### src/fps_pkg.sv
// shared constants, types and decode helpers for the fetch/pc/stack core
package fps_pkg;
  localparam int PC_W = 13;
  localparam int ADDR_W = 14;
  localparam int WORD_W = 16;
  localparam int DATA_W = 8;
  localparam int STACK_DEPTH = 8;
  localparam int SP_W = 3;
  localparam int CNT_W = 4;
  localparam int ST_W = 4;
  localparam logic [ADDR_W-1:0] RESET_PC = 14'h0000;
  localparam logic [PC_W-1:0] PC_ONE = 13'h0001;
  localparam logic [3:0] PHASE_T1_ONEHOT = 4'h1;
  localparam logic [SP_W-1:0] SP_RESET = 3'h0;
  localparam logic [CNT_W-1:0] CNT_FULL = 4'h8;
  localparam logic [ST_W-1:0] STATUS_RESET = 4'h0;
  localparam logic [DATA_W-1:0] BCD_LO_ADJ = 8'h06;
  localparam logic [DATA_W-1:0] BCD_HI_ADJ = 8'h60;
  localparam logic [3:0] BCD_MAX = 4'h9;
  // status field positions
  localparam int ST_C = 0;
  localparam int ST_AC = 1;
  localparam int ST_Z = 2;
  localparam int ST_OV = 3;

  typedef enum logic [1:0] {
    PH_T1 = 2'b00,
    PH_T2 = 2'b01,
    PH_T3 = 2'b10,
    PH_T4 = 2'b11
  } fps_phase_t;

  typedef enum logic [2:0] {
    OP_PLAIN = 3'b000,
    OP_EXT = 3'b001,
    OP_JUMP = 3'b010,
    OP_CALL = 3'b011,
    OP_RET = 3'b100,
    OP_INTERRUPT_RETURN_OP = 3'b101,
    OP_SKZ = 3'b110,
    OP_SKNZ = 3'b111
  } fps_op_t;

  typedef enum logic [3:0] {
    ALU_ADD = 4'b0000,
    ALU_ADC = 4'b0001,
    ALU_SUB = 4'b0010,
    ALU_SBC = 4'b0011,
    ALU_DAA = 4'b0100,
    ALU_AND = 4'b0101,
    ALU_OR = 4'b0110,
    ALU_XOR = 4'b0111,
    ALU_CPL = 4'b1000,
    ALU_RR = 4'b1001,
    ALU_RRC = 4'b1010,
    ALU_RL = 4'b1011,
    ALU_RLC = 4'b1100,
    ALU_INC = 4'b1101,
    ALU_DEC = 4'b1110,
    ALU_PASS = 4'b1111
  } fps_alu_fn_t;

  // operations that change flow through the stack or a direct load
  function automatic logic fps_is_transfer(input logic [2:0] op);
    fps_is_transfer = (op == OP_JUMP) || (op == OP_CALL) ||
                      (op == OP_RET) || (op == OP_INTERRUPT_RETURN_OP);
  endfunction

  function automatic logic fps_is_return(input logic [2:0] op);
    fps_is_return = (op == OP_RET) || (op == OP_INTERRUPT_RETURN_OP);
  endfunction
endpackage

### src/fps_alu.sv
// eight-bit arithmetic and logic unit with status update
`timescale 1ns/1ps
module fps_alu (
  input wire logic [3:0] fn,
  input wire logic [fps_pkg::DATA_W-1:0] a,
  input wire logic [fps_pkg::DATA_W-1:0] b,
  input wire logic [fps_pkg::ST_W-1:0] status_in,
  output logic [fps_pkg::DATA_W-1:0] result,
  output logic [fps_pkg::ST_W-1:0] status_out,
  output logic zero
);
  logic cin;
  logic is_sub;
  logic carry_in;
  logic [7:0] b_op;
  logic [8:0] sum;
  logic [4:0] half;
  logic ovf;
  logic lo_adj;
  logic hi_adj;
  logic [8:0] daa1;
  logic [8:0] daa2;
  logic rotate;

  assign cin = status_in[fps_pkg::ST_C];
  assign is_sub = (fn == fps_pkg::ALU_SUB) || (fn == fps_pkg::ALU_SBC);
  // carry set means no borrow on subtract
  assign carry_in = (fn == fps_pkg::ALU_SUB) ? 1'b1 :
    ((fn == fps_pkg::ALU_ADC) || (fn == fps_pkg::ALU_SBC)) ? cin : 1'b0;
  assign b_op = is_sub ? ~b : b;
  assign sum = {1'b0, a} + {1'b0, b_op} + {8'h00, carry_in};
  assign half = {1'b0, a[3:0]} + {1'b0, b_op[3:0]} + {4'h0, carry_in};
  assign ovf = (a[7] == b_op[7]) && (sum[7] != a[7]);
  assign lo_adj = (a[3:0] > fps_pkg::BCD_MAX) ||
                  status_in[fps_pkg::ST_AC];
  assign daa1 = {1'b0, a} + {1'b0, lo_adj ? fps_pkg::BCD_LO_ADJ : 8'h00};
  assign hi_adj = daa1[8] || cin || (daa1[7:4] > fps_pkg::BCD_MAX);
  assign daa2 = daa1 + {1'b0, hi_adj ? fps_pkg::BCD_HI_ADJ : 8'h00};
  assign rotate = (fn == fps_pkg::ALU_RR) || (fn == fps_pkg::ALU_RRC) ||
                  (fn == fps_pkg::ALU_RL) || (fn == fps_pkg::ALU_RLC);
  assign zero = (result == 8'h00);

  always_comb begin // see [RULE16]
    result = a;
    status_out = status_in;
    case (fn) // see [RULE17]
      fps_pkg::ALU_ADD, fps_pkg::ALU_ADC,
      fps_pkg::ALU_SUB, fps_pkg::ALU_SBC: begin
        result = sum[7:0];
        status_out[fps_pkg::ST_C] = sum[8];
        status_out[fps_pkg::ST_AC] = half[4];
        status_out[fps_pkg::ST_OV] = ovf;
      end
      fps_pkg::ALU_DAA: begin
        result = daa2[7:0];
        status_out[fps_pkg::ST_C] = hi_adj;
      end
      fps_pkg::ALU_AND: result = a & b;
      fps_pkg::ALU_OR: result = a | b;
      fps_pkg::ALU_XOR: result = a ^ b;
      fps_pkg::ALU_CPL: result = ~a;
      fps_pkg::ALU_RR: result = {a[0], a[7:1]};
      fps_pkg::ALU_RRC: begin
        result = {cin, a[7:1]};
        status_out[fps_pkg::ST_C] = a[0];
      end
      fps_pkg::ALU_RL: result = {a[6:0], a[7]};
      fps_pkg::ALU_RLC: begin
        result = {a[6:0], cin};
        status_out[fps_pkg::ST_C] = a[7];
      end
      fps_pkg::ALU_INC: result = a + 8'h01;
      fps_pkg::ALU_DEC: result = a - 8'h01;
      default: result = a;
    endcase
    // rotates leave the zero flag alone
    if (!rotate) begin
      status_out[fps_pkg::ST_Z] = (result == 8'h00);
    end
  end
endmodule

### src/fps_core.sv
// instruction sequencer: four-phase timing, program counter, return stack
//
// Summary of operation
// [RULE1] four phases per instruction cycle
// [RULE2] counter advances and fetch happens at first phase
// [RULE3] fetch overlaps execute; extended ops take two
// [RULE4] jumps and calls cost one extra cycle
// [RULE5] counter steps by one unless flow changes
// [RULE6] counter is bank bit, five high, eight low
// [RULE7] low byte writable; jumps stay in page
// [RULE8] low byte write inserts one dummy cycle
// [RULE9] taken skip replaces prefetched word with dummy
// [RULE10] jump, call, interrupt, reset load address directly
// [RULE11] eight-level hidden stack of counter values
// [RULE12] call and interrupt push; returns pop
// [RULE13] reset leaves stack pointer at empty top
// [RULE14] full stack holds interrupt acknowledge until return
// [RULE15] call on full stack overflows anyway
// [RULE16] eight-bit unit writes result and status
// [RULE17] add, subtract, decimal, logic, rotate, step, tests
// [RULE18] reset loads counter with address zero
// [RULE19] overflow wraps; return on empty ignored
`timescale 1ns/1ps
module fps_core (
  input wire logic clk,
  input wire logic arst_n,
  output logic [fps_pkg::ADDR_W-1:0] pm_addr,
  output logic pm_rd,
  input wire logic [fps_pkg::WORD_W-1:0] pm_data,
  output logic [3:0] phase_clocks,
  output logic [fps_pkg::WORD_W-1:0] exec_word,
  output logic exec_valid,
  input wire logic [2:0] op_kind,
  input wire logic [fps_pkg::PC_W-1:0] op_target,
  input wire logic code_bank_select_bit,
  input wire logic alu_en,
  input wire logic [3:0] alu_fn,
  input wire logic [fps_pkg::DATA_W-1:0] alu_a,
  input wire logic [fps_pkg::DATA_W-1:0] alu_b,
  output logic [fps_pkg::DATA_W-1:0] alu_result,
  output logic [fps_pkg::ST_W-1:0] status,
  input wire logic pc_low_byte_wr_en,
  input wire logic [fps_pkg::DATA_W-1:0] pc_low_byte_wr_data,
  output logic [fps_pkg::DATA_W-1:0] pc_low_byte,
  input wire logic int_req,
  input wire logic [fps_pkg::PC_W-1:0] int_vector,
  output logic int_pending,
  output logic int_ack,
  output logic int_done
);
  fps_pkg::fps_phase_t phase_reg;
  fps_pkg::fps_phase_t phase_next;
  logic [3:0] phase_clk_reg;
  logic [fps_pkg::ADDR_W-1:0] pc_reg;
  logic [fps_pkg::ADDR_W-1:0] pc_next;
  logic [fps_pkg::ADDR_W-1:0] pc_inc;
  logic [fps_pkg::WORD_W-1:0] fetch_reg;
  logic [fps_pkg::WORD_W-1:0] exec_word_reg;
  logic dummy_reg;
  logic hold_reg;
  logic int_pend_reg;
  logic int_ack_reg;
  logic int_done_reg;
  logic [fps_pkg::DATA_W-1:0] alu_res_reg;
  logic [fps_pkg::ST_W-1:0] status_reg;

  logic at_t4;
  logic take;
  logic skip_hit;
  logic do_jump;
  logic do_call;
  logic do_ret;
  logic do_interrupt_return_op;
  logic do_ext;
  logic do_pcl;
  logic do_int;
  logic redirect;
  logic seq_step;
  logic alu_wr;
  logic [fps_pkg::DATA_W-1:0] alu_out;
  logic [fps_pkg::ST_W-1:0] alu_status;
  logic alu_zero;
  logic [fps_pkg::ADDR_W-1:0] stk_top;
  logic stk_full;
  logic stk_empty;
  logic stk_push;
  logic stk_pop;

  // phase sequencer: one pass PHASE_CLOCKS is one instruction cycle
  always_comb begin // see [RULE1]
    case (phase_reg)
      fps_pkg::PH_T1: phase_next = fps_pkg::PH_T2;
      fps_pkg::PH_T2: phase_next = fps_pkg::PH_T3;
      fps_pkg::PH_T3: phase_next = fps_pkg::PH_T4;
      fps_pkg::PH_T4: phase_next = fps_pkg::PH_T1;
      default: phase_next = fps_pkg::PH_T1;
    endcase
  end

  always_ff @(posedge clk or negedge arst_n) begin
    if (!arst_n) begin
      phase_reg <= fps_pkg::PH_T1;
      phase_clk_reg <= fps_pkg::PHASE_T1_ONEHOT;
    end else begin
      phase_reg <= phase_next;
      phase_clk_reg <= 4'h1 << phase_next; // see [RULE1]
    end
  end

  assign phase_clocks = phase_clk_reg;
  assign at_t4 = (phase_reg == fps_pkg::PH_T4);

  // every decision is made at the last phase, the counter moves on T1
  assign take = at_t4 && !dummy_reg && !hold_reg;
  assign skip_hit = take && // see [RULE9]
    ((op_kind == fps_pkg::OP_SKZ && alu_zero) ||
     (op_kind == fps_pkg::OP_SKNZ && !alu_zero));
  assign do_jump = take && (op_kind == fps_pkg::OP_JUMP);
  assign do_call = take && (op_kind == fps_pkg::OP_CALL);
  assign do_ret = take && fps_pkg::fps_is_return(op_kind);
  assign do_interrupt_return_op = take && (op_kind == fps_pkg::OP_INTERRUPT_RETURN_OP);
  assign do_ext = take && (op_kind == fps_pkg::OP_EXT);
  // a flow-changing op outranks a data write to the low byte
  assign do_pcl = take && pc_low_byte_wr_en && !skip_hit &&
                  !fps_pkg::fps_is_transfer(op_kind);
  assign redirect = do_jump || do_call || do_ret || skip_hit || do_pcl;
  // acknowledge waits while all eight levels are in use (see [RULE14])
  assign do_int = at_t4 && !hold_reg && int_pend_reg && !stk_full &&
                  !redirect && !do_ext;
  assign seq_step = at_t4 && !hold_reg && !redirect && !do_int && !do_ext;

  // bank bit stays fixed on a plain step; only loads may change it
  assign pc_inc = {pc_reg[fps_pkg::ADDR_W-1],
                   pc_reg[fps_pkg::PC_W-1:0] + fps_pkg::PC_ONE}; // [RULE6]

  always_comb begin
    pc_next = pc_inc; // see [RULE5]
    if (hold_reg || do_ext) begin
      pc_next = pc_reg; // see [RULE3]
    end else if (do_jump || do_call) begin
      pc_next = {code_bank_select_bit, op_target}; // see [RULE10]
    end else if (do_ret) begin
      pc_next = stk_top; // see [RULE12]
    end else if (do_pcl) begin
      // page-local jump: upper bits untouched (see [RULE7])
      pc_next = {pc_reg[fps_pkg::ADDR_W-1:fps_pkg::DATA_W],
                 pc_low_byte_wr_data};
    end else if (do_int) begin
      pc_next = {1'b0, int_vector}; // see [RULE10]
    end
  end

  always_ff @(posedge clk or negedge arst_n) begin
    if (!arst_n) begin
      pc_reg <= fps_pkg::RESET_PC; // see [RULE18]
      dummy_reg <= 1'b1;
      hold_reg <= 1'b0;
      exec_word_reg <= 16'h0000;
    end else if (at_t4) begin
      pc_reg <= pc_next; // see [RULE2]
      // discarded prefetch becomes a dummy (see [RULE4] [RULE8] [RULE9])
      dummy_reg <= redirect || do_int;
      hold_reg <= do_ext; // see [RULE3]
      exec_word_reg <= fetch_reg; // see [RULE3]
    end
  end

  // word for pc_reg is read during T1 while the previous one executes
  always_ff @(posedge clk or negedge arst_n) begin
    if (!arst_n) begin
      fetch_reg <= 16'h0000;
    end else if (phase_reg == fps_pkg::PH_T1) begin
      fetch_reg <= pm_data; // see [RULE2]
    end
  end

  assign pm_addr = pc_reg;
  assign pm_rd = (phase_reg == fps_pkg::PH_T1); // see [RULE2]
  assign exec_word = exec_word_reg;
  assign exec_valid = !dummy_reg && !hold_reg;
  assign pc_low_byte = pc_reg[fps_pkg::DATA_W-1:0]; // see [RULE7]

  // interrupt flag: a new request wins over the acknowledge clear
  always_ff @(posedge clk or negedge arst_n) begin
    if (!arst_n) begin
      int_pend_reg <= 1'b0;
      int_ack_reg <= 1'b0;
      int_done_reg <= 1'b0;
    end else begin
      int_pend_reg <= int_req || (int_pend_reg && !do_int); // [RULE14]
      int_ack_reg <= do_int;
      int_done_reg <= do_interrupt_return_op;
    end
  end

  assign int_pending = int_pend_reg;
  assign int_ack = int_ack_reg;
  assign int_done = int_done_reg;

  // the return address is whatever was prefetched but not executed
  assign stk_push = do_call || do_int; // see [RULE12]
  assign stk_pop = do_ret; // see [RULE12]

  fps_stack u_stack (
    .clk(clk),
    .arst_n(arst_n),
    .push(stk_push),
    .pop(stk_pop),
    .push_data(pc_reg),
    .top_data(stk_top),
    .full(stk_full),
    .empty(stk_empty)
  );

  fps_alu u_alu (
    .fn(alu_fn),
    .a(alu_a),
    .b(alu_b),
    .status_in(status_reg),
    .result(alu_out),
    .status_out(alu_status),
    .zero(alu_zero)
  );

  assign alu_wr = take && alu_en;

  always_ff @(posedge clk or negedge arst_n) begin
    if (!arst_n) begin
      alu_res_reg <= 8'h00;
      status_reg <= fps_pkg::STATUS_RESET;
    end else if (alu_wr) begin
      alu_res_reg <= alu_out; // see [RULE16]
      status_reg <= alu_status; // see [RULE16]
    end
  end

  assign alu_result = alu_res_reg;
  assign status = status_reg;
endmodule

### src/fps_stack.sv
// eight-level circular return-address stack, hidden from software
`timescale 1ns/1ps
module fps_stack (
  input wire logic clk,
  input wire logic arst_n,
  input wire logic push,
  input wire logic pop,
  input wire logic [fps_pkg::ADDR_W-1:0] push_data,
  output logic [fps_pkg::ADDR_W-1:0] top_data,
  output logic full,
  output logic empty
);
  logic [fps_pkg::ADDR_W-1:0] mem_reg [fps_pkg::STACK_DEPTH];
  logic [fps_pkg::SP_W-1:0] sp_reg;
  logic [fps_pkg::CNT_W-1:0] cnt_reg;
  logic [fps_pkg::SP_W-1:0] sp_top;
  logic do_pop;

  assign sp_top = sp_reg - 3'h1;
  assign top_data = mem_reg[sp_top];
  assign full = (cnt_reg == fps_pkg::CNT_FULL);
  assign empty = (cnt_reg == 4'h0);
  // an empty stack ignores a return: pointer stays put (see [RULE19])
  assign do_pop = pop && !push && !empty;

  always_ff @(posedge clk or negedge arst_n) begin
    if (!arst_n) begin
      sp_reg <= fps_pkg::SP_RESET; // see [RULE13]
      cnt_reg <= 4'h0;
    end else if (push) begin
      // when full the slot at sp is the oldest entry (see [RULE15])
      sp_reg <= sp_reg + 3'h1; // see [RULE19]
      if (!full) begin
        cnt_reg <= cnt_reg + 4'h1;
      end
    end else if (do_pop) begin
      sp_reg <= sp_top;
      cnt_reg <= cnt_reg - 4'h1;
    end
  end

  genvar gi;
  generate
    for (gi = 0; gi < fps_pkg::STACK_DEPTH; gi++) begin : g_slot
      always_ff @(posedge clk or negedge arst_n) begin
        if (!arst_n) begin
          mem_reg[gi] <= fps_pkg::RESET_PC;
        end else if (push && sp_reg == gi[fps_pkg::SP_W-1:0]) begin
          mem_reg[gi] <= push_data;
        end
      end
    end
  endgenerate
endmodule

### config.mk
export PLATFORM = sky130hd
export DESIGN_NAME = fps_core
export DESIGN_NICKNAME = d
export VERILOG_FILES = /design/src/fps_pkg.sv /design/src/fps_alu.sv /design/src/fps_core.sv /design/src/fps_stack.sv
export SDC_FILE = /design/constraint.sdc
export NUM_CORES = 1
export LEC_CHECK = 0
export BUFFER_PORTS_ARGS = -buffer_cell sky130_fd_sc_hd__buf_2
export CAP_MARGIN = 20
export CORE_MARGIN = 2
export CORE_UTILIZATION = 59
export CTS_CLUSTER_SIZE = 24
export DETAILED_ROUTE_END_ITERATION = 8
export PLACE_DENSITY = 0.87
export SYNTH_ARGS = -nofsm -noshare
export SYNTH_HDL_FRONTEND = slang
export SYNTH_HIERARCHICAL = 1
export SYNTH_SLANG_ARGS = --single-unit
export TNS_END_PERCENT = 5
### constraint.sdc
create_clock -name clk -period 7.3 [get_ports clk]
set_input_delay 0.73 -clock clk [delete_from_list [all_inputs] [get_ports clk]]
set_output_delay 0.73 -clock clk [all_outputs]
set_load 0.05 [all_outputs]
# == Word-level counts from Yosys, hierarchy flattened ==
# Index checks and enable logic that the tools add are counted.
# classes
n_mux,20
reduce_logical,80
n_bitwise,8
order_cmp,3
addsub,13
shifts,1
eq_ne,36
# ops
cell,n
$pmux 8 s12,1
$mux 14,6
$bmux 14 s3,1
$eq 4x4->1 const B,8
$logic_and 1x1->1,32
$eq 3x3->1 const B,8
$logic_or 1x1->1,21
$eq 4x3->1 const B,4
$not 8->8,2
$add 13x1->13 const B,1
$eq 3x2->1 const B,4
$mux 4,3
$logic_not 1->1,11
$reduce_and 2->1,5
$add 8x3->9,1
$add 8x8->9,1
$add 9x1->9,1
$mux 3,3
$add 8x1->8 const B,1
$add 8x8->8,1
$and 8x8->8,1
$eq 4x2->1 const B,2
$gt 4x4->1 const B,2
$logic_not 4->1,2
35 further kinds,39
# totals
out_inout_bits,59
inputBits,79
regBits,188

# == Longest topological paths before layout ==
# logic_depth
word_depth,27
ltp_mapped,27
depth_no_buf,25

# == Modules after synthesis ==
# The synthesis kept the hierarchy.
# modules_own_cells
mod,instances,cells_each,area_per_inst_um2,seq_area_each_um2
fps_stack,1,341,5619.1,2977.9
fps_core,1,314,3518.4,1729.2
fps_alu,1,320,2280.9,0.0

# == Worst setup path after synthesis ==
# Ideal clock, no wire load.
# synth_path
kind,input -> register
from,input port alu_a[3] (netlist name)
to,register u_stack/cnt_reg[3] (netlist name)
arrival_ns,6.349
required_time_ns,7.162
setup_ns,0.138
slack_ns,0.812
cell_stages,26
n_path_buf,2
cell_sequence,clkbuf_1 > o21ai_0 > nand2b_1 > ha_1 > fa_1 > nand4_1 > o21ai_0 > a221o_1 > ha_1 > fa_1 > xor2_1 > xnor2_1 > o32ai_1 > nor4b_1 > a211oi_1 > nor3_1 > xor2_1 > o311ai_2 > nand2_8 > buf_6 > nand2_1 > inv_1 > ha_1 > a21oi_1 > nand3_1 > mux4_2
# synth_between
elab_chain_len,27
# synth_lines
item,line,rtl
start: declaration,fps_core.sv:38,"input wire logic [fps_pkg::DATA_W-1:0] alu_a,"
$gt 4x4->1,fps_alu.sv:34,assign lo_adj = (a[3:0] > fps_pkg::BCD_MAX) ||
$logic_or 1x1->1,fps_alu.sv:34,
$mux 3,fps_alu.sv:36,"assign daa1 = {1'b0, a} + {1'b0, lo_adj ? fps_pkg::BCD_LO_ADJ : 8'h00};"
$add 8x3->9,fps_alu.sv:36,
$gt 4x4->1 or $logic_or 1x1->1 (tied branches),fps_alu.sv:37,assign hi_adj = daa1[8] || cin || (daa1[7:4] > fps_pkg::BCD_MAX);
$logic_or 1x1->1,fps_alu.sv:37,
$mux 7,fps_alu.sv:38,"assign daa2 = daa1 + {1'b0, hi_adj ? fps_pkg::BCD_HI_ADJ : 8'h00};"
$add 8x8->8,fps_alu.sv:38,
(+1 left out),--,
"via alu_out, one bit",fps_core.sv:80,logic [fps_pkg::DATA_W-1:0] alu_out;
(+1 left out),--,
via alu_zero,fps_core.sv:82,logic alu_zero;
(+9 left out),--,
$logic_and 1x1->1 *,fps_core.sv:128,assign do_int = at_t4 && !hold_reg && int_pend_reg && !stk_full &&
$logic_and 1x1->1 *,fps_core.sv:129,!redirect && !do_ext;
$logic_or 1x1->1 *,fps_core.sv:201,assign stk_push = do_call || do_int;
via stk_push,fps_core.sv:86,logic stk_push;
$logic_not 1->1,fps_stack.sv:24,assign do_pop = pop && !push && !empty;
$logic_and 1x1->1 (2 in series),fps_stack.sv:24,
$reduce_bool 2->1 (no line),--,
$reduce_and 2->1 (no line),--,
end signal: assignment,fps_stack.sv:34,cnt_reg <= cnt_reg + 4'h1;
end signal: assignment,fps_stack.sv:38,cnt_reg <= cnt_reg - 4'h1;
end: declaration,fps_stack.sv:15,logic [fps_pkg::CNT_W-1:0] cnt_reg;
# Mark *: on every way through the listed nets, which the timed path passes. The rest lies on a longest branch.
# A chain may end at the register's enable or synchronous reset.

# == Worst setup path in the final report ==
# layout_path
from,input port alu_a[2] (netlist name)
to,register u_stack/cnt_reg[3] (netlist name)
# The elaborated chain is that of the path after synthesis.

==> results.cfg <==
[timing]
clock-skew-final_ns = 0.0106
max_freq_mhz = 145
hold_viol_final = 0
tightest_slew_ns = 1.11
setup_violations = 0
rsz0062_at_grt = false
period_minus_slack_ns = 6.90
tns_ns = 0
relSlewSlack_pct = 25.9
fin_crit_sh_pct = 94.5
drv_slew = 0
final.setup.worst_slack_ns = 0.402

[clock_tree]
cts_htree_levels = 4
hold_buffers = 0
cts.clk_slew.worst_paths_ns = 0.07
clk_latency_ns = 0.44
root_buffer = clkbuf_16
cts_tree = done
postCtsSetupBuffers = 0
ctsResizeCount = 0
cts.sinks = 188
numCtsBuffers = 17
clock_path_buffers = 2

[place]
dpl_worst_slack_ns = 0.245
dp.cells = 1323
dpl_cell_area_um2 = 12200
routabilityCongestion = 0.964
hpwl_mm = 20.9
port_buffers = 137

[outcome]
outcome = finished clean

[setup_path]
path_class = input port to flip-flop
cp_data_arrival_time_ns = 7.21
cp-start-kind = input port
endpoint_kind = flip-flop
crit_top_cell = ha_1
cpMaxStageDelayCell = o311ai_2
cp_max_fo = 13
required_ns = 7.61
max_stage_delay_ns = 0.64

[finish]
layout_commonest_cell = dfrtp_1
stdcell_area_um2 = 12800
final_core_util_pct = 68.1
nNetsFinal = 1215
final_layout_size_suffix_gt1_share_pct = 37.3
layout_common_cells = dfrtp_1 (185), mux2_2 (173), buf_2 (136)
layoutNonFillerInstCount = 1359
syn_to_final_growth_pct = 12.4
largest_reg_flops = 112

[grt]
grt_max_degree = 105
grt_pass1_wl_mm = 47.7
grt.total_usage_pct = 30.6
grt_overflow = 0
antenna_found_initial = 4
grt_pass1_vias = 8759

[routing]
via_count = 8891
wl_mm = 30.9
drt-initial-drc-count = 868
wire_per_inst_um = 22.8
ant_nets = 0
dr.pass1.iters = 8
drc_errors = 0
viasPerCell = 6.54

[die]
core_area_um2 = 18800
die_x_um = 143
io_pins = 138
row_count = 50
dieHeight_um = 143
die_area_um2 = 20500
start_util_pct = 60.6

[power_and_ir_drop]
p_sw_mw = 1.85
ir_drop_mv = 0.351
p_clk_share_pct = 19.8
p_int_mw = 2.76
switching_share_pct = 40.1
seqPwrFrac_pct = 38.1
combPwrFrac_pct = 42.1
power.leakage_nw = 5.78
power_density_nw_per_um2 = 360

[yosys]
avgSynthCellArea_um2 = 11.7
synth_area_um2 = 11400
synth_fp_nets = 1106
synthCells = 974
yosysWarnings = 6

[min_path]
min_path_type = input port to async pin

[flow_run]
drv_cap = 0
## final timing paths
kind                                           from                  end  slack (ns)  cells after the start
worst max-delay path                       alu_a[2]   u_stack/cnt_reg[3]        0.40                     25
worst min register to register  u_stack/mem_reg[25]  u_stack/mem_reg[25]        0.50                      1
worst min-delay path                         arst_n  u_stack/mem_reg[83]        0.39                      1
worst max register to register            status[1]   u_stack/cnt_reg[3]        0.54                     23
max in group asynchronous                    arst_n      phase_clocks[0]        5.75                      3
min in group clk                u_stack/mem_reg[25]  u_stack/mem_reg[25]        0.50                      1
## stage by stage
step	hold slack (ns)	power, mW
after detailed placement	0.486	3.65
after floorplan	0.434	3.16
final	0.389	4.61
after CTS	0.414	4.58
after global routing	0.457	4.80
after global placement	0.478	3.56
## worst max-delay path, delay by kind of cell
family | cells | cell delay, ns
mux | 1 | 0.50
simple gates | 7 | 1.00
xor+xnor | 3 | 0.52
buf+inv | 2 | 0.32
compound gates | 7 | 2.48
fa+ha+maj | 5 | 1.66
## routing by layer
metal  wire [µm]  up-vias  GRT usage, %
met1       12400     4430          40.4
met5          13        -             0
li1            -     3869             -
met3        2790       94          7.31
met4         985        2          12.1
met2       14800      496          49.0
## final cells by class
class                   instances  area, µm²
well taps                     260        325
fillers                      1299       6000
clock buffers                  19        453
clock inverters                13        129
flip-flops and latches        188       4710
inverters                      30        118
diodes                          3       7.51
repair buffers                156        870
multi-input cells             690       6220
## power by group through the flow
stage / clock network (mW) / registers, mW / logic (mW)
2_1_floorplan: 0 / 1.87 / 1.29
3_3_place_gp: 0 / 1.72 / 1.83
3_5_place_dp: 0 / 1.76 / 1.89
4_1_cts: 0.924 / 1.74 / 1.92
5_1_grt: 0.963 / 1.80 / 2.04
6_report: 0.915 / 1.76 / 1.94
No activity file was read; power rests on OpenSTA's default activity.
